**src/inc/orc_pkg.sv**
```systemverilog
package orc_pkg;

    // ========================================================
    // register map
    localparam logic [7:0] ADDR_CNT_CLEAR   = 8'h44;
    localparam logic [7:0] ADDR_CTL         = 8'h4a;
    localparam logic [7:0] ADDR_REM_ADDRESS = 8'h4b;
    localparam logic [7:0] ADDR_REM_DATA    = 8'h4c;
    localparam logic [7:0] ADDR_TX_COUNT    = 8'h4d;
    localparam logic [7:0] ADDR_RX_COUNT    = 8'h4e;
    localparam logic [7:0] ADDR_SHADOW      = 8'h4f;

    // ========================================================
    // control register fields and values
    localparam int         CTL_RSV_HI       = 7;
    localparam int         CTL_RSV_LO       = 6;
    localparam int         CTL_OPC_HI       = 3;
    localparam int         CTL_OPC_LO       = 2;
    localparam int         CTL_MODE_HI      = 1;
    localparam int         CTL_MODE_LO      = 0;
    localparam logic [1:0] RSV_RESET        = 2'h0;
    localparam logic [1:0] OPC_RESET        = 2'h0;
    localparam logic [1:0] MODE_NORMAL      = 2'h0;
    localparam logic [1:0] MODE_EXTENDED    = 2'h2;
    localparam logic [1:0] MODE_RESET       = MODE_EXTENDED;
    localparam logic [1:0] CAP_EXTENDED     = 2'h2;
    localparam logic [1:0] CAP_NONE         = 2'h0;
    localparam logic [1:0] OPC_READ_REPLY   = 2'h0;
    localparam logic [1:0] OPC_READ_REQ     = 2'h1;
    localparam logic [1:0] OPC_WRITE_REPLY  = 2'h2;
    localparam logic [1:0] OPC_WRITE_REQ    = 2'h3;

    // ========================================================
    // other reset values and constants
    localparam logic [7:0] BYTE_ZERO        = 8'h00;
    localparam logic [7:0] CNT_CLEAR_VALUE  = 8'h00;
    localparam logic [7:0] CNT_MAX          = 8'hff;
    localparam logic [7:0] CNT_ONE          = 8'h01;
    localparam logic [7:0] SHADOW_TERMINAL  = 8'h07;
    localparam logic [7:0] SHADOW_CENTER    = 8'h47;
    localparam logic [23:0] OCTETS_RESET    = 24'h000000;

    // ========================================================
    // frame octet byte lanes within the 24 bit group
    localparam int         OCT0_LO          = 0;
    localparam int         OCT1_LO          = 8;
    localparam int         OCT2_LO          = 16;

    // ========================================================
    // shadow state
    typedef enum logic [1:0] {
        SH_DEFAULT = 2'b01,
        SH_TRACK   = 2'b10
    } orc_shadow_e;

endpackage

```
**src/verilog/orc_remote_cmd.sv**
```systemverilog
// The strobed register port was left to the implementer.
`timescale 1ns/1ps
module orc_remote_cmd
    import orc_pkg::*;
(
    // clock and reset
    input  wire logic        mclk,
    input  wire logic        reset,
    // register port
    input  wire logic [7:0]  reg_addr,
    input  wire logic [7:0]  reg_wdata,
    input  wire logic        reg_wr,
    input  wire logic        reg_rd,
    output logic [7:0]       reg_rdata,
    // frame assembly
    input  wire logic [23:0] model_info,
    input  wire logic        remote_cmd_send,
    output logic [23:0]      frame_model_octets,
    output logic             ext_mode,
    output logic [1:0]       remote_op_code,
    // frame events
    input  wire logic        tx_frame_valid,
    input  wire logic        rx_frame_done,
    input  wire logic        rx_crc_ok,
    input  wire logic        rx_opcode_ok,
    input  wire logic        rx_dir_ok,
    // partner status
    input  wire logic [7:0]  partner_status,
    // pins
    input  wire logic        optical_link_pin,
    input  wire logic        center_side_pin
);

    // ========================================================
    // address decode
    function automatic logic hit(input logic [7:0] a, input logic [7:0] target);
        hit = (a == target);
    endfunction

    wire wr_ctl      = reg_wr && hit(reg_addr, ADDR_CTL);
    wire wr_rem_addr = reg_wr && hit(reg_addr, ADDR_REM_ADDRESS);
    wire wr_rem_data = reg_wr && hit(reg_addr, ADDR_REM_DATA);
    wire cnt_clear   = reg_wr && hit(reg_addr, ADDR_CNT_CLEAR)
                       && (reg_wdata == CNT_CLEAR_VALUE);

    // ========================================================
    // pin synchronisers: three stages, change taken when 2 and 3 agree
    logic [1:0] pin_s1_r;
    logic [1:0] pin_s2_r;
    logic [1:0] pin_s3_r;
    logic [1:0] pin_f_r;
    logic [1:0] pin_f_nxt;

    assign pin_f_nxt = (pin_s2_r & pin_s3_r) | (~(pin_s2_r ^ pin_s3_r) & pin_s3_r)
                       | ((pin_s2_r ^ pin_s3_r) & pin_f_r);

    always_ff @(posedge mclk or posedge reset) begin
        if (reset) begin
            pin_s1_r <= 2'h0;
            pin_s2_r <= 2'h0;
            pin_s3_r <= 2'h0;
            pin_f_r  <= 2'h0;
        end else begin
            pin_s1_r <= {center_side_pin, optical_link_pin};
            pin_s2_r <= pin_s1_r;
            pin_s3_r <= pin_s2_r;
            pin_f_r  <= pin_f_nxt;
        end
    end

    wire link_up     = pin_f_r[0];
    wire center_side = pin_f_r[1];

    // ========================================================
    // control register
    logic [1:0] rsv_r;
    logic [1:0] opc_r;
    logic [1:0] mode_r;

    always_ff @(posedge mclk or posedge reset) begin
        if (reset) begin
            rsv_r  <= RSV_RESET;
            opc_r  <= OPC_RESET;
            mode_r <= MODE_RESET;
        end else if (wr_ctl) begin
            // reserved bits stored as written; software keeps them zero
            rsv_r  <= reg_wdata[CTL_RSV_HI:CTL_RSV_LO];
            opc_r  <= reg_wdata[CTL_OPC_HI:CTL_OPC_LO];
            mode_r <= reg_wdata[CTL_MODE_HI:CTL_MODE_LO];
        end
    end

    wire       mode_ext = (mode_r == MODE_EXTENDED);
    wire       mode_nrm = (mode_r == MODE_NORMAL);
    wire [1:0] cap_bits = mode_ext ? CAP_EXTENDED : CAP_NONE;
    wire [7:0] ctl_view = {rsv_r, cap_bits, opc_r, mode_r};

    // ========================================================
    // remote address and data registers
    logic [7:0] rem_addr_r;
    logic [7:0] rem_data_r;

    always_ff @(posedge mclk or posedge reset) begin
        if (reset) begin
            rem_addr_r <= BYTE_ZERO;
        end else if (wr_rem_addr) begin
            rem_addr_r <= reg_wdata;
        end
    end

    always_ff @(posedge mclk or posedge reset) begin
        if (reset) begin
            rem_data_r <= BYTE_ZERO;
        end else if (wr_rem_data) begin
            rem_data_r <= reg_wdata;
        end
    end

    // ========================================================
    // frame octets 24..26
    // reserved modes are built as normal mode: model info unless remote_cmd_send
    wire [7:0] oct0_nxt = mode_ext ? ctl_view : model_info[OCT0_LO +: 8];
    wire       use_rem  = mode_ext || remote_cmd_send;
    wire [7:0] oct1_nxt = use_rem ? rem_addr_r : model_info[OCT1_LO +: 8];
    wire [7:0] oct2_nxt = use_rem ? rem_data_r : model_info[OCT2_LO +: 8];

    logic [23:0] octets_r;
    logic        ext_mode_r;
    logic [1:0]  op_code_r;

    always_ff @(posedge mclk or posedge reset) begin
        if (reset) begin
            octets_r   <= OCTETS_RESET;
            ext_mode_r <= 1'b0;
            op_code_r  <= OPC_RESET;
        end else begin
            octets_r   <= {oct2_nxt, oct1_nxt, oct0_nxt};
            ext_mode_r <= mode_ext;
            op_code_r  <= opc_r;
        end
    end

    // ========================================================
    // frame counters
    wire        rx_good = rx_frame_done && rx_crc_ok && rx_opcode_ok && rx_dir_ok;
    logic [7:0] tx_count;
    logic [7:0] rx_count;

    orc_sat_counter u_tx_count (
        .mclk  (mclk),
        .reset (reset),
        .clear (cnt_clear),
        .inc   (tx_frame_valid),
        .count (tx_count)
    );

    orc_sat_counter u_rx_count (
        .mclk  (mclk),
        .reset (reset),
        .clear (cnt_clear),
        .inc   (rx_good),
        .count (rx_count)
    );

    // ========================================================
    // partner status shadow
    orc_shadow_e sh_state_r;
    orc_shadow_e sh_state_nxt;
    logic [7:0]  shadow_r;
    logic [7:0]  shadow_nxt;

    wire [7:0] shadow_default = center_side ? SHADOW_CENTER : SHADOW_TERMINAL;

    always_comb begin
        sh_state_nxt = sh_state_r;
        shadow_nxt   = shadow_r;
        unique case (sh_state_r)
            SH_DEFAULT: begin
                // side strap may settle after reset; follow it until link seen
                shadow_nxt = shadow_default;
                if (link_up) begin
                    shadow_nxt   = partner_status;
                    sh_state_nxt = SH_TRACK;
                end
            end
            SH_TRACK: begin
                // last copy held while the link is down
                if (link_up) begin
                    shadow_nxt = partner_status;
                end
            end
        endcase
    end

    always_ff @(posedge mclk or posedge reset) begin
        if (reset) begin
            sh_state_r <= SH_DEFAULT;
            shadow_r   <= SHADOW_TERMINAL;
        end else begin
            sh_state_r <= sh_state_nxt;
            shadow_r   <= shadow_nxt;
        end
    end

    // ========================================================
    // read data, valid in the cycle after the strobe only
    logic [7:0] rdata_r;
    logic [7:0] rdata_sel;

    always_comb begin
        rdata_sel = BYTE_ZERO;
        if (hit(reg_addr, ADDR_CTL)) begin
            rdata_sel = ctl_view;
        end else if (hit(reg_addr, ADDR_REM_ADDRESS)) begin
            rdata_sel = rem_addr_r;
        end else if (hit(reg_addr, ADDR_REM_DATA)) begin
            rdata_sel = rem_data_r;
        end else if (hit(reg_addr, ADDR_TX_COUNT)) begin
            rdata_sel = tx_count;
        end else if (hit(reg_addr, ADDR_RX_COUNT)) begin
            rdata_sel = rx_count;
        end else if (hit(reg_addr, ADDR_SHADOW)) begin
            rdata_sel = shadow_r;
        end
    end

    always_ff @(posedge mclk or posedge reset) begin
        if (reset) begin
            rdata_r <= BYTE_ZERO;
        end else begin
            rdata_r <= reg_rd ? rdata_sel : BYTE_ZERO;
        end
    end

    assign reg_rdata          = rdata_r;
    assign frame_model_octets = octets_r;
    assign ext_mode           = ext_mode_r;
    assign remote_op_code     = op_code_r;
endmodule

```
**src/verilog/orc_sat_counter.sv**
```systemverilog
`timescale 1ns/1ps
module orc_sat_counter
    import orc_pkg::*;
(
    // clock and reset
    input  wire logic       mclk,
    input  wire logic       reset,
    // control
    input  wire logic       clear,
    input  wire logic       inc,
    // state
    output logic [7:0]      count
);

    // ========================================================
    // saturating increment
    function automatic logic [7:0] sat_inc(input logic [7:0] v);
        sat_inc = (v == CNT_MAX) ? CNT_MAX : 8'(v + CNT_ONE);
    endfunction

    logic [7:0] count_r;
    logic [7:0] count_nxt;

    // clear and event together leave one count: the event is kept
    assign count_nxt = clear ? (inc ? CNT_ONE : CNT_CLEAR_VALUE)
                             : (inc ? sat_inc(count_r) : count_r);

    always_ff @(posedge mclk or posedge reset) begin
        if (reset) begin
            count_r <= CNT_CLEAR_VALUE;
        end else begin
            count_r <= count_nxt;
        end
    end

    assign count = count_r;

endmodule

```
**config.mk**
```make
export PLATFORM = sky130hd
export DESIGN_NAME = orc_remote_cmd
export DESIGN_NICKNAME = d
export VERILOG_FILES = /design/src/inc/orc_pkg.sv /design/src/verilog/orc_remote_cmd.sv /design/src/verilog/orc_sat_counter.sv
export SDC_FILE = /design/constraint.sdc
export NUM_CORES = 1
export LEC_CHECK = 0
export BUFFER_PORTS_ARGS = -buffer_cell sky130_fd_sc_hd__buf_4
export CELL_PAD_IN_SITES_DETAIL_PLACEMENT = 0
export CELL_PAD_IN_SITES_GLOBAL_PLACEMENT = 1
export CORE_ASPECT_RATIO = 1.4
export CORE_UTILIZATION = 27
export DETAILED_ROUTE_END_ITERATION = 16
export GPL_TIMING_DRIVEN = 0
export MAX_ROUTING_LAYER = met4
export PLACE_DENSITY = 0.56
export SLEW_MARGIN = 40
export SYNTH_ARGS = -nofsm -noshare
export SYNTH_HDL_FRONTEND = slang
export SYNTH_SLANG_ARGS = --single-unit
export TNS_END_PERCENT = 5
```
**constraint.sdc**
```tcl
create_clock -name mclk -period 2.7 [get_ports mclk]
set_clock_uncertainty 0.15 [all_clocks]
set_input_delay 0.27 -clock mclk [delete_from_list [all_inputs] [get_ports mclk]]
set_output_delay 0.27 -clock mclk [all_outputs]
set_load 0.02 [all_outputs]
```
======== Word level (Yosys, flattened, before mapping) ========
Index checks and enable logic that the tools add are counted.
cells by class
  $add $sub $neg .......................... 2
  equal/unequal tests ..................... 13
  mux-type cells .......................... 23
  bitwise operators ....................... 7
  reductions and logical operators ........ 13
operator list
  kind                                                  number
  2-to-1 mux 8 bit                                      18
  equality test 8 x 7 -> 1 bit (second input constant)  7
  adder 8 x 1 -> 8 bit (second input constant)          2
  equality test 8 bit (second input constant)           2
  one-hot mux 8 bit (2 select lines)                    1
  logical AND 1 bit                                     8
  logical NOT 8 bit                                     1
  2-to-1 mux 7 bit                                      1
  bitwise AND 2 bit                                     3
  equality test 2 bit (second input constant)           2
  bitwise OR 2 bit                                      2
  nonzero test 2 bit                                    2
  equality test 2 x 1 -> 1 bit (second input constant)  1
  2-to-1 mux 1 bit                                      2
  2-to-1 mux 2 bit                                      1
  != test 2 bit (second input constant)                 1
  inverter 2 bit                                        1
  AND reduction 2 bit                                   1
  XOR 2 bit                                             1
  logical OR 1 bit                                      1
storage, ports and cells
  bits in registers ....................... 91
  input port bits ......................... 60
  output and inout bits ................... 35
  logic and storage cells ................. 75

======== Depth between registers and ports, before layout ========
Gate-level depths: netlist (run 1).
  word-level depth ........................ 8
  mapped depth ............................ 6
  depth with buffers taken out ............ 5

======== By module ========
Synthesis (run 1) repeated with hierarchy kept, for this count alone.
second synthesis, totals
  cell total of the unflattened synthesis .. 364
  area, all modules ....................... 4,078.9 um^2
modules (own cells, without submodules)
  module           instances  cells an instance  area each (um^2)  sequential area each (um^2)
  orc_remote_cmd   1          276                3,210.6           1,883.1
  orc_sat_counter  2          44                 434.2             200.2

======== Worst setup path after synthesis (run 1) ========
Ideal clock, no wire load.
  path kind ............................... register to register
  start point ............................. reg mode_r[0]
  end point ............................... reg octets_r[12] (netlist: frame_model_octets[12])
  library setup time ...................... 0.125 ns
  data arrival time ....................... 1.697 ns
  data required time ...................... 2.425 ns
  path slack .............................. 0.728 ns
  stages on the path, launching flop included .. 7
  path buffers ............................ 2
  period minus slack after synthesis ...... 1.972 ns
  cells stage by stage .................... dfrtp_1 > nand2b_1 > buf_2 > clkinv_1 > nor2_1 > buf_2 > mux2_2
on the way
  longest elaborated chain between the ends .. 3
RTL lines
  item                      line                   source
  start: declaration        orc_remote_cmd.sv:78   logic [1:0] mode_r;
  start signal: assignment  orc_remote_cmd.sv:89   mode_r <= reg_wdata[CTL_MODE_HI:CTL_MODE_LO];
  equality test 2 bit       orc_remote_cmd.sv:93   wire mode_ext = (mode_r == MODE_EXTENDED);
  net mode_ext              orc_remote_cmd.sv:93
  logical OR 1 bit          orc_remote_cmd.sv:123  wire use_rem = mode_ext || remote_cmd_send;
  2-to-1 mux 8 bit          orc_remote_cmd.sv:124  wire [7:0] oct1_nxt = use_rem ? rem_addr_r : model_info[OCT1_LO +: 8];
  net oct1_nxt[4]           orc_remote_cmd.sv:124
  end signal: assignment    orc_remote_cmd.sv:137  octets_r <= {oct2_nxt, oct1_nxt, oct0_nxt};
  end: declaration          orc_remote_cmd.sv:127  logic [23:0] octets_r;
The timed path passes the listed nets, and every way through them passes these cells.
A chain may end at the register's enable or synchronous reset.

======== Final worst setup path (run 1) ========
  start point ............................. reg mode_r[0]
  end point ............................... reg octets_r[22] (netlist: frame_model_octets[22])
on the way
  longest elaborated chain between the ends .. 3
RTL lines
  item                 line                   source
  equality test 2 bit  orc_remote_cmd.sv:93
  net mode_ext         orc_remote_cmd.sv:93
  logical OR 1 bit     orc_remote_cmd.sv:123
  2-to-1 mux 8 bit     orc_remote_cmd.sv:125  wire [7:0] oct2_nxt = use_rem ? rem_data_r : model_info[OCT2_LO +: 8];
  net oct2_nxt[6]      orc_remote_cmd.sv:125
The timed path passes the listed nets, and every way through them passes these cells.

==> results.txt, run 1 <==
The run finished with clean final reports. After clock tree synthesis, the clock-pin slew on the worst setup and hold paths is 0.07 ns. In the final layout, the multi-input gates occupy 1590 sq um. Timing would allow up to 0.431 GHz. The total global routing overflow came out at 0. Of the synthesized area, sequential elements account for 0.573. The data arrival time of the critical path is 2.40 ns.

By count the netlist is led by 86 x sky130_fd_sc_hd__dfrtp_1, 33 x sky130_fd_sc_hd__mux2_2, 29 x sky130_fd_sc_hd__nand2_1. Across all layers, the routed design uses 3000 vias. The area share of the largest cell type after synthesis is 0.540. The die area is 15300 sq um.

The post-detailed-route count of antenna-violating nets is 0. The share of the core filled with cells is 0.390. Counting the fill cells in the layout gives 1439.

The net count of the finished layout is 527. The antenna diode count came out at 0. The hold slack came out at 0.0102 ns. The region available for standard cell placement spans 14400 sq um.

The deepest level of the CTS H-tree is 3. For this run, the leading register cell type out of synthesis is sky130_fd_sc_hd__dfrtp_1. The detailed router finished its first iteration with 105 violations. The number of warnings reported in the yosys synthesis log came out at 0.

The mapped netlist covers 3990 sq um. Buffers placed on the I/O ports in this run total 91. The most instantiated library cell after synthesis is sky130_fd_sc_hd__dfrtp_1. The vertical die dimension is 146 um. The worst slew margin relative to its limit came out at 0.655.

Of all nets on the critical path, the largest fanout is 10. The async set-reset flop share out of synthesis came out at 1.00. The latest clock arrival within the worst-skew pair came out at 0.35 ns. Measured along the x axis, the die boundary spans 105 um. The number of buffers added for setup after CTS came out at 0.

The I/O pin total is 95. The worst vdd rail ir drop came out at 0.246 mV. The cell sitting at the root of the clock tree is a sky130_fd_sc_hd__clkbuf_16. Entering global routing, the biggest net connects 24 pins. Summing internal, switching and leakage power gives 3.50 mW. The total CTS buffers came out at 9. The final routed DRC violation total is 0. The standard-cell row count is 52.

The worst setup path is of the reg -> reg kind. Summed over all failing endpoints, the final setup total negative slack is 0 ns. The number of search-and-repair iterations in the first detailed-routing pass came out at 4. The starting utilization of the core area is 0.276. The CTS tree is built. The maximum buffer depth of the clock tree came out at 2. The number of antenna violations at the first check in global routing is 0. STA classifies the critical path endpoint as a flip-flop. The number of max-slew violations in the final report came out at 0.

The aggregate routed wire length is 10.5 mm. Setup repair after global routing left no endpoint under its margin. The leading area contributor after synthesis is sky130_fd_sc_hd__dfrtp_1. After detailed routing, the average wire length per cell comes to 15.9 um.

The footprint of the flip-flops and latches is 2280 sq um. The number of setup violations in the final report is 0. In the global route stage, overall resource usage came out at 0.151. Detailed placement ended at an HPWL of 8.05 mm. A synthesized cell averages 12.2 sq um. The wire length of the first global-routing pass came out at 17.0 mm. The total nets after synthesis came out at 391.

The critical path data required time came out at 2.78 ns. The placer's final routability congestion estimate is 0.839. The number of flip-flops and latches in the synthesized netlist came out at 91. The gate count after technology mapping is 327. The ratio of cells with drive above 1 in the final layout came out at 0.365. The part of the cycle the worst path needs is 0.859. The via count of the first global-routing pass came out at 3071. The clock sink total is 91. The max-capacitance violation count is 0. STA classifies the critical path startpoint as a flip-flop.

The total leakage power came out at 2.64 nW. Subtracting the final worst setup slack from the clock period gives 2.32 ns. Ranked by total cell area, the synthesized netlist is headed by sky130_fd_sc_hd__dfrtp_1 54%, sky130_fd_sc_hd__mux2_2 9.3%, sky130_fd_sc_hd__mux4_2 4.0%. In this run, distinct cell masters in the synthesized netlist total 40. The number of enable flip-flop cells after synthesis came out at 0.

The area growth from synthesis to layout is 41.3%. The total of cells resized after clock tree synthesis is 0. The final hold violation count is 0. The pin slew with the least headroom to its limit came out at 0.515 ns.

Buffers inserted to repair hold after CTS numbered 30. The power density over the cells came out at 621 nW/um^2. In this run the worst hold path is classified as in -> reg. After detailed routing, the number of vias per cell comes to 4.57.
## where the power goes
| group | leakage [nW] | internal, mW | switching [mW] |
|---|---|---|---|
| clock network | 0.149 | 0.751 | 0.557 |
| registers | 1.16 | 1.49 | 0.153 |
| logic | 1.33 | 0.293 | 0.251 |
## registers in the layout (all words and copies together) (netlist names)
| name | cells |
|---|---|
| ext_mode | 1 |
| frame_model_octets | 24 |
| mode_r | 2 |
| opc_r | 2 |
| pin_f_r | 2 |
| pin_s1_r | 2 |
| pin_s2_r | 2 |
| pin_s3_r | 2 |
| reg_rdata | 8 |
| rem_addr_r | 8 |
| rem_data_r | 8 |
| remote_op_code | 2 |
| rsv_r | 2 |
| sh_state_r | 2 |
| shadow_r | 8 |
| u_rx_count.count | 8 |
| u_tx_count.count | 8 |
## layer usage
layer	GRT usage	up-vias	share of wire
met5	-	-	0
met4	0.0486	0	0.013
met3	0.0305	14	0.040
met2	0.266	70	0.54
met1	0.171	1466	0.41
li1	-	1450	-
## final cells by class
cell class | count | share of cell area
Buffer | 15 | 0.0111
Multi-Input combinational cell | 206 | 0.281
Inverter | 15 | 0.0107
Clock inverter | 6 | 0.0129
Clock buffer | 10 | 0.0424
Timing Repair Buffer | 125 | 0.194
Tap cell | 189 | 0.0420
Sequential cell | 91 | 0.405
## critical path: stages (launching register included)
cell and delay (ns):
sky130_fd_sc_hd__dfrtp_1 0.37, sky130_fd_sc_hd__nand2b_1 0.10, sky130_fd_sc_hd__buf_2 0.19, sky130_fd_sc_hd__clkinv_1 0.23, sky130_fd_sc_hd__nor2_1 0.45, sky130_fd_sc_hd__buf_2 0.34
sky130_fd_sc_hd__mux2_2 0.36
## final timing paths
kind	startpoint	endpoint	slack, ns	depth (start not counted)
min in group asynchronous	reset	frame_model_octets[14]$_DFF_PP0_	0.34	3
hold / removal	model_info[15]	frame_model_octets[15]$_DFF_PP0_	0.01	2
max in group asynchronous	reset	shadow_r[2]$_DFFE_PP1P_	1.33	5
setup reg to reg	mode_r[0]$_DFFE_PP0P_	frame_model_octets[22]$_DFF_PP0_	0.38	6
hold reg to reg	pin_s1_r[0]$_DFF_PP0_	pin_s2_r[0]$_DFF_PP0_	0.20	0
setup / recovery	mode_r[0]$_DFFE_PP0P_	frame_model_octets[22]$_DFF_PP0_	0.38	6
## cells in the final DEF, fill, tap and decap left out, types with 6 or more instances in the layout
cell,netlist,layout
sky130_fd_sc_hd__mux2_4,6,6
sky130_fd_sc_hd__nor3_1,13,13
sky130_fd_sc_hd__o311a_1,7,7
sky130_fd_sc_hd__dlygate4sd3_1,0,30
sky130_fd_sc_hd__clkbuf_16,0,9
sky130_fd_sc_hd__a21oi_1,11,11
sky130_fd_sc_hd__dfrtp_1,86,86
sky130_fd_sc_hd__mux4_2,7,7
sky130_fd_sc_hd__clkbuf_1,7,7
sky130_fd_sc_hd__o21ai_0,9,9
sky130_fd_sc_hd__o22ai_1,7,7
sky130_fd_sc_hd__nand3_1,9,9
sky130_fd_sc_hd__inv_1,14,13
sky130_fd_sc_hd__mux2_2,33,33
sky130_fd_sc_hd__nor2_1,18,18
sky130_fd_sc_hd__nand2_1,29,29
sky130_fd_sc_hd__buf_4,0,91
sky130_fd_sc_hd__nor2b_1,8,8
## stage by stage
step / setup slack, ns / cells / area (sq um)
after global placement: 0.327 / 607 / 4910
after global routing: 0.137 / 657 / 5630
after detailed placement: 0.318 / 611 / 5020
after floorplan: 0.728 / 327 / 3990
after CTS: 0.298 / 657 / 5630
final: 0.380 / 657 / 5630
## kinds of logic (layout without fill, tap and decap cells)
family / Yosys count / in the layout / share of synthesized area
mux: 50 / 50 / 0.165
buf+inv: 30 / 171 / 0.0298
fa+ha+maj: 4 / 4 / 0.0126
simple gates: 104 / 104 / 0.139
compound gates: 48 / 48 / 0.0803
flops: 91 / 91 / 0.573
(Power assumes the default switching activity.)
==> run 2, diff against run 1 <==
--- a/config.mk
+++ b/config.mk
@@ -10,10 +10,12 @@
 export CELL_PAD_IN_SITES_GLOBAL_PLACEMENT = 1
 export CORE_ASPECT_RATIO = 1.4
 export CORE_UTILIZATION = 27
+export CTS_BUF_LIST = sky130_fd_sc_hd__clkbuf_4 sky130_fd_sc_hd__clkbuf_8
 export DETAILED_ROUTE_END_ITERATION = 16
 export GPL_TIMING_DRIVEN = 0
 export MAX_ROUTING_LAYER = met4
-export PLACE_DENSITY = 0.56
+export PLACE_DENSITY = 0.54
+export RECOVER_POWER = 100
 export SLEW_MARGIN = 40
 export SYNTH_ARGS = -nofsm -noshare
 export SYNTH_HDL_FRONTEND = slang
==> constraint.sdc (replaced) <==
create_clock -name mclk -period 2.5 [get_ports mclk]
set_clock_uncertainty 0.15 [all_clocks]
set_input_delay 0.25 -clock mclk [delete_from_list [all_inputs] [get_ports mclk]]
set_output_delay 0.25 -clock mclk [all_outputs]
set_load 0.02 [all_outputs]
==> run 2 against run 1 <==
  * Non-clock buffer count up 11
  * Wire length increased by 1.6%
  * Largest power group unchanged
  * Flip-flop and latch count stayed put
  * Final area down 4.1%
  * Die area did not move
  * Global-route usage grew 0.090 points
  * Worst hold slack improved by 0.0063 ns
==> results.txt, run 2 (synthesized netlist as in run 1, its figures left out) <==
The vertical die dimension came out at 146 um. The completed layout was analyzed and its total power is 3.38 mW. The number of max-slew violations in the final report is 0. Setup violations remaining at the end of the flow were counted as 0. The number of standard cells in the layout, taps in and fillers out is 668.

The switching share of power came out at 0.295. Compared with the post-synthesis result, the final layout area differs by 35.5%. The number of search-and-repair iterations in the first detailed-routing pass is 4. The number of cells traversed by the worst register-to-register path came out at 6. The final worst setup slack came out at 0.0857 ns. The longest clock path from root to sink contains 2 buffers.

The net switching component of the power came out at 0.997 mW. The post-detailed-route count of antenna-violating nets is 0. After global routing the overflow that remains totals 0.

STA puts the critical path data arrival time at 2.49 ns. The hold slack came out at 0.0165 ns. The latest clock arrival within the worst-skew pair came out at 0.37 ns.

The slowest stage of the critical path belongs to the cell sky130_fd_sc_hd__dlygate4sd3_1. The final critical path time including I/O delays and setup came out at 2.41 ns. The path class of the tightest hold or removal check is in -> reg.

The wire length of the first global-routing pass came out at 17.2 mm. In the global route stage, overall resource usage came out at 0.152. The part of the total power dissipated in the clock network is 0.309. The largest fanout on the critical path came out at 10. The largest stage delay on the critical path came out at 0.54 ns. The clock transition at the registers of the reported paths is 0.09 ns. Internal power comes to 2.39 mW.

The vias after detailed routing is 3058. The most common cell after layout, fill and taps aside is sky130_fd_sc_hd__dfrtp_1. The number of DRC violations after detailed-routing iteration 0 is 98. The I/O pin total is 95. The average wire per cell in the routed design is 15.9 um. The ratio of cells with drive above 1 in the final layout is 0.269. For this design, the sink count on the clock tree is 91. The count of nets after finishing came out at 538. The floorplan step defined a die boundary enclosing 15300 sq um. The number of antenna violations at the first check in global routing came out at 0. The worst vdd rail ir drop is 0.234 mV.

TritonCTS created 9 clock buffers. The number of buffers added for setup after CTS is 0. Setup repair after global routing could not meet its margin everywhere. The total leakage power is 2.44 nW. The share of the core filled with cells came out at 0.374.

STA puts the critical path data required time at 2.58 ns. The via count of the first global-routing pass is 3161. The H-tree was split into 3 levels. The worst setup path is captured at a flip-flop.

The area of the multi-input gates came out at 1550 sq um. The register share of total power is 0.524. The footprint of the flip-flops and latches came out at 2280 sq um. The worst slew margin relative to its limit is 0.317. The post-place setup slack came out at 0.116 ns.

Input and output buffers added on the ports amount to 91. The part of the power in combinational logic is 0.167. 0 antenna diodes ended up in the layout. The type of origin of the critical path is a primary input. From left edge to right edge, the die measures 105 um. The aggregate routed wire length came out at 10.6 mm. The area of the placeable core came out at 14400 sq um. The standard-cell row count is 52. TritonCTS built the clock tree. The max-capacitance violation count came out at 0. The initial utilization of the core area, before any placement, comes to 0.276. The root buffer selected by CTS is sky130_fd_sc_hd__clkbuf_8. The part of the cycle the worst path needs is 0.966. The number of flip-flops in the largest register came out at 24. The layout filler cell count came out at 1515.

The pin count of the biggest net entering global routing came out at 27. The run finished with clean final reports. The critical path is of the in -> reg type. The final routed DRC violation total came out at 0.

The count of cell instances traversed by the critical path came out at 7. In this run the power density over the cells is 626 nW/um^2. The worst hold path cell count is 2. Counting both buffers and inverters, the worst setup path holds a total of 3. The routed via count divided by cell count came out at 4.58. The fmax is 0.414 GHz. The final hold violation count came out at 0. The gate family responsible for the most delay along the worst path is buffers and inverters. The total half-perimeter wirelength after legalization and detailed placement is 7.95 mm.

Leaving out fill and tap cells, the most frequent cells in the layout are 86 x sky130_fd_sc_hd__dfrtp_1, 52 x sky130_fd_sc_hd__buf_4, 45 x sky130_fd_sc_hd__clkbuf_1, 41 x sky130_fd_sc_hd__dlygate4sd3_1, 33 x sky130_fd_sc_hd__mux2_2. For the pin with the worst max-slew slack, the measured transition is 1.02 ns. The placer's final routability congestion estimate is 0.818.

Traced cell by cell, the critical path runs through dlygate4sd3_1 > buf_4 > nor4_1 > nand4_1 > nor2_1 > clkbuf_1 > nor3_1. Including well taps, the total number of placed cells is 611.
-- run 2: changes by cell type in the layout (fill, tap and decap cells not counted), sizes merged --
cell	before	now
clkinv	4	3
clkbuf	17	61
inv	14	15
dlygate4sd3	30	41
buf	103	59
-- run 2: power by group through the flow --
stage / logic, mW / clock network [mW] / registers [mW]
2_1_floorplan: 0.321 / 0 / 1.76
3_3_place_gp: 0.526 / 0 / 1.80
3_5_place_dp: 0.556 / 0 / 1.80
4_1_cts: 0.609 / 1.09 / 1.78
5_1_grt: 0.635 / 1.15 / 1.80
6_report: 0.565 / 1.05 / 1.77
-- run 2: worst paths after layout --
| kind | start | endpoint | slack (ns) |
|---|---|---|---|
| setup / recovery | reg_wdata[5] | u_tx_count.count[2]$_DFFE_PP0P_ | 0.09 |
| hold / removal | reg_wdata[6] | rsv_r[0]$_DFFE_PP0P_ | 0.02 |
| setup reg to reg | mode_r[0]$_DFFE_PP0P_ | frame_model_octets[22]$_DFF_PP0_ | 0.31 |
| hold reg to reg | pin_s1_r[1]$_DFF_PP0_ | pin_s2_r[1]$_DFF_PP0_ | 0.20 |
| max in group asynchronous | reset | mode_r[1]$_DFFE_PP1P_ | 0.27 |
| min in group asynchronous | reset | frame_model_octets[13]$_DFF_PP0_ | 0.25 |
-- run 2: final cells by class --
class / count / share of cell area
clock inverters: 6 / 0.0134
inverters: 15 / 0.0107
repair buffers: 136 / 0.187
well taps: 189 / 0.0438
flip-flops and latches: 91 / 0.423
multi-input cells: 206 / 0.287
plain buffers: 15 / 0.0113
clock buffers: 10 / 0.0243
-- run 2: repair_timing --
action / CTS / global route
hold buffers: 40 / 1
resized for setup: 0 / 1
endpoints found under the setup margin: 0 / 19
hold endpoints to repair: 67 / 1
-- run 2: layer usage --
layer / global-route usage / part of all wire / routed length (um) / up-vias
li1: - / - / - / 1469
met1: 0.174 / 0.41 / 4410 / 1494
met2: 0.263 / 0.53 / 5600 / 78
met3: 0.0287 / 0.040 / 428 / 17
met4: 0.0556 / 0.019 / 199 / 0
met5: - / 0 / 0 / -
-- run 2: stage by stage --
step | cell area [sq um] | TNS (ns)
2_1_floorplan | 3990 | 0
3_3_place_gp | 4910 | 0
3_5_place_dp | 5010 | 0
4_1_cts | 5620 | 0
5_1_grt | 5400 | -0.707
6_report | 5400 | 0
==> run 3, diff against run 2 <==
--- a/config.mk
+++ b/config.mk
@@ -14,7 +14,7 @@
 export DETAILED_ROUTE_END_ITERATION = 16
 export GPL_TIMING_DRIVEN = 0
 export MAX_ROUTING_LAYER = met4
-export PLACE_DENSITY = 0.54
+export PLACE_DENSITY_LB_ADDON = 0.12
 export RECOVER_POWER = 100
 export SLEW_MARGIN = 40
 export SYNTH_ARGS = -nofsm -noshare
==> constraint.sdc (replaced) <==
create_clock -name mclk -period 2.35 [get_ports mclk]
set_clock_uncertainty 0.15 [all_clocks]
set_input_delay 0.235 -clock mclk [delete_from_list [all_inputs] [get_ports mclk]]
set_output_delay 0.235 -clock mclk [all_outputs]
set_load 0.02 [all_outputs]
==> run 3 against run 2 <==
  * Worst hold slack better by 0.0019 ns
  * Combinational power up 7.8%
  * Critical path depth down 1
  * Flip-flop and latch count unchanged
  * Sequential power up 7%
  * Utilization up 0.35 points
  * Global-route usage up 0.093 points
  * Final cell count up 0.45%
  * Wire length up 1.1%
  * Clock power up 5%
  * Register-to-register slack worse by 0.10 ns
  * Setup slack better by 0.12 ns
  * Critical path type is now reg -> reg
==> results.txt, run 3 (synthesized netlist as in run 1, its figures left out) <==
The max-capacitance violation count is 0. The routed via count divided by cell count came out at 4.45. The average wire per cell in the routed design is 16.0 um. The fmax came out at 0.467 GHz. The deepest level of the CTS H-tree is 3. The clock sink total is 91.

In the post-route analysis, the smallest setup slack over all paths is 0.210 ns. The post-place setup slack came out at -0.0318 ns. The largest fanout on the critical path is 10.

Grouping stages by cell kind, the critical path spends the most delay in buffers and inverters. The I/O pin total came out at 95. The via count of the first global-routing pass came out at 3166. The number of flip-flops in the largest register came out at 24. The part of the total power dissipated in the clock network came out at 0.306. The total placed cells including tap cells is 611.

The worst hold path belongs to the class in -> reg. The starting utilization of the core area came out at 0.276. The ratio of cells with drive above 1 in the final layout came out at 0.272. In this run the power spent charging and discharging nets is 1.06 mW. The part of the power in combinational logic is 0.169. 0 antenna diodes ended up in the layout. Once layout is complete, the cells apart from fillers number 671. The pin slew with the least headroom to its limit is 0.876 ns. The power density over the cells is 661 nW/um^2. Leaving out fill and tap cells, the most frequent cells in the layout are 86 x sky130_fd_sc_hd__dfrtp_1, 52 x sky130_fd_sc_hd__buf_4, 44 x sky130_fd_sc_hd__dlygate4sd3_1, 43 x sky130_fd_sc_hd__clkbuf_1, 33 x sky130_fd_sc_hd__mux2_2. The number of antenna violations at the first check in global routing came out at 0. In the final layout, the multi-input gates occupy 1570 sq um. The data arrival time of the critical path is 2.24 ns. The worst setup path is of the reg -> reg kind. The aggregate routed wire length came out at 10.8 mm. The clock transition at the registers of the reported paths is 0.10 ns.

After routing, the total negative slack on setup checks comes to 0 ns. The worst setup path is captured at a flip-flop. The standard-cell row count is 52. The register share of total power came out at 0.525.

The internal portion of the total power is 2.54 mW. Registers take 2280 sq um. The switching share of power came out at 0.294. The total half-perimeter wirelength after legalization and detailed placement came out at 8.12 mm. The most common cell after layout, fill and taps aside is sky130_fd_sc_hd__dfrtp_1.

The die area came out at 15300 sq um. For the worst setup path, the data required time is 2.45 ns. Setup repair after global routing left no endpoint under its margin. Entering global routing, the biggest net connects 26 pins. The critical path goes through nand2b_1 > buf_2 > clkinv_1 > nor2_4 > clkbuf_2 > mux2_2. TritonCTS built the clock tree. The total leakage power is 2.48 nW. The number of setup violations in the final report came out at 0. In the global route stage, overall resource usage came out at 0.153. The vias after detailed routing came out at 2987.

The number of max-slew violations in the final report is 0. Among all stages on the critical path, the largest delay is contributed by sky130_fd_sc_hd__dfrtp_1. The vertical die dimension is 146 um. The post-detailed-route count of antenna-violating nets is 0. The worst setup path is launched from a flip-flop. Across the VDD grid, the largest voltage drop is 0.279 mV. For this run, design rule violations remaining after detail routing come to 0. The congestion estimate from routability-driven global placement came to 0.803.

The final critical path time including I/O delays and setup is 2.14 ns. The number of buffers and inverters on the critical path is 3. The count of nets after finishing is 541.

The area of the placeable core is 14400 sq um. The width of the die is 105 um. The flow ran to the end, and the final reports show no timing, DRC or antenna violations. The number of search-and-repair iterations in the first detailed-routing pass came out at 4. The layout has 1488 filler cells.

CTS placed an instance of sky130_fd_sc_hd__clkbuf_8 at the clock tree root. The hold slack came out at 0.0184 ns. The first global-routing pass estimated 17.3 mm of wire. The part of the cycle the worst path needs came out at 0.911. The final hold violation count came out at 0. The total CTS buffers came out at 9. The largest stage delay on the critical path is 0.37 ns. The latest clock arrival within the worst-skew pair came out at 0.37 ns.

The layout-stage area growth over the synthesis result is 36.8%. Headroom to the max-slew limit came out at 0.412. The number of DRC violations after detailed-routing iteration 0 is 58. The maximum buffer depth of the clock tree came out at 2.

Global routing finished with a remaining overflow of 0. The count of port buffers added during placement is 91.
-- run 3: cell count changes in the layout (fill, tap and decap cells not counted), sizes merged --
cell,previous run,this run
dlygate4sd3,41,44
-- run 3: stage by stage --
| step | utilization | cell area (sq um) | power (mW) |
|---|---|---|---|
| after floorplan | - | 3990 | 2.22 |
| after global placement | 0.340 | 4910 | 2.48 |
| after detailed placement | 0.346 | 5000 | 2.51 |
| after CTS | 0.390 | 5630 | 3.69 |
| after global routing | 0.378 | 5450 | 3.80 |
| final | 0.378 | 5450 | 3.60 |
-- run 3: worst paths after layout --
| path | from | to | slack (ns) | cells past startpoint |
|---|---|---|---|---|
| worst max-delay path | mode_r[0]$_DFFE_PP0P_ | frame_model_octets[22]$_DFF_PP0_ | 0.21 | 6 |
| worst min-delay path | reg_addr[3] | reg_rdata[4]$_DFF_PP0_ | 0.02 | 3 |
| worst max register to register | mode_r[0]$_DFFE_PP0P_ | frame_model_octets[22]$_DFF_PP0_ | 0.21 | 6 |
| worst min register to register | pin_s1_r[1]$_DFF_PP0_ | pin_s2_r[1]$_DFF_PP0_ | 0.21 | 0 |
| max in group asynchronous | reset | sh_state_r[0]$_DFFE_PP1P_ | 0.34 | 6 |
| min in group asynchronous | reset | frame_model_octets[12]$_DFF_PP0_ | 0.40 | 3 |
-- run 3: power by group through the flow --
stage	sequential, mW	clock, mW	combinational (mW)
2_1_floorplan	1.88	0	0.342
3_5_place_dp	1.92	0	0.590
6_report	1.89	1.10	0.609
3_3_place_gp	1.92	0	0.561
5_1_grt	1.92	1.21	0.677
4_1_cts	1.89	1.15	0.649
-- run 3: timing repair --
| action | in CTS | in global routing |
|---|---|---|
| gates resized for setup | 1 | 1 |
| setup buffers | 0 | 0 |
| hold endpoints to repair | 61 | 3 |
| hold buffers | 42 | 2 |
| pin swaps | 0 | 0 |
| gates cloned | 0 | 0 |
| endpoints found under the setup margin | 10 | 10 |
-- run 3: final cells by class --
type                    count  area share
multi-input cells         206       0.287
clock inverters             6      0.0133
well taps                 189      0.0434
clock buffers              10      0.0241
repair buffers            139       0.192
inverters                  15      0.0106
flip-flops and latches     91       0.419
plain buffers              15      0.0115
-- run 3: routing by layer --
metal,vias up,GRT usage,part of all wire
li1,1479,-,-
met1,1415,0.176,0.41
met2,83,0.269,0.54
met3,10,0.0264,0.040
met4,0,0.0486,0.014
met5,-,-,0
-- run 3: worst min-delay path, delay by kind of cell --
family                 cells  cell delay, ns
buffers and inverters      1            0.14
and+or+nand+nor            2            0.13
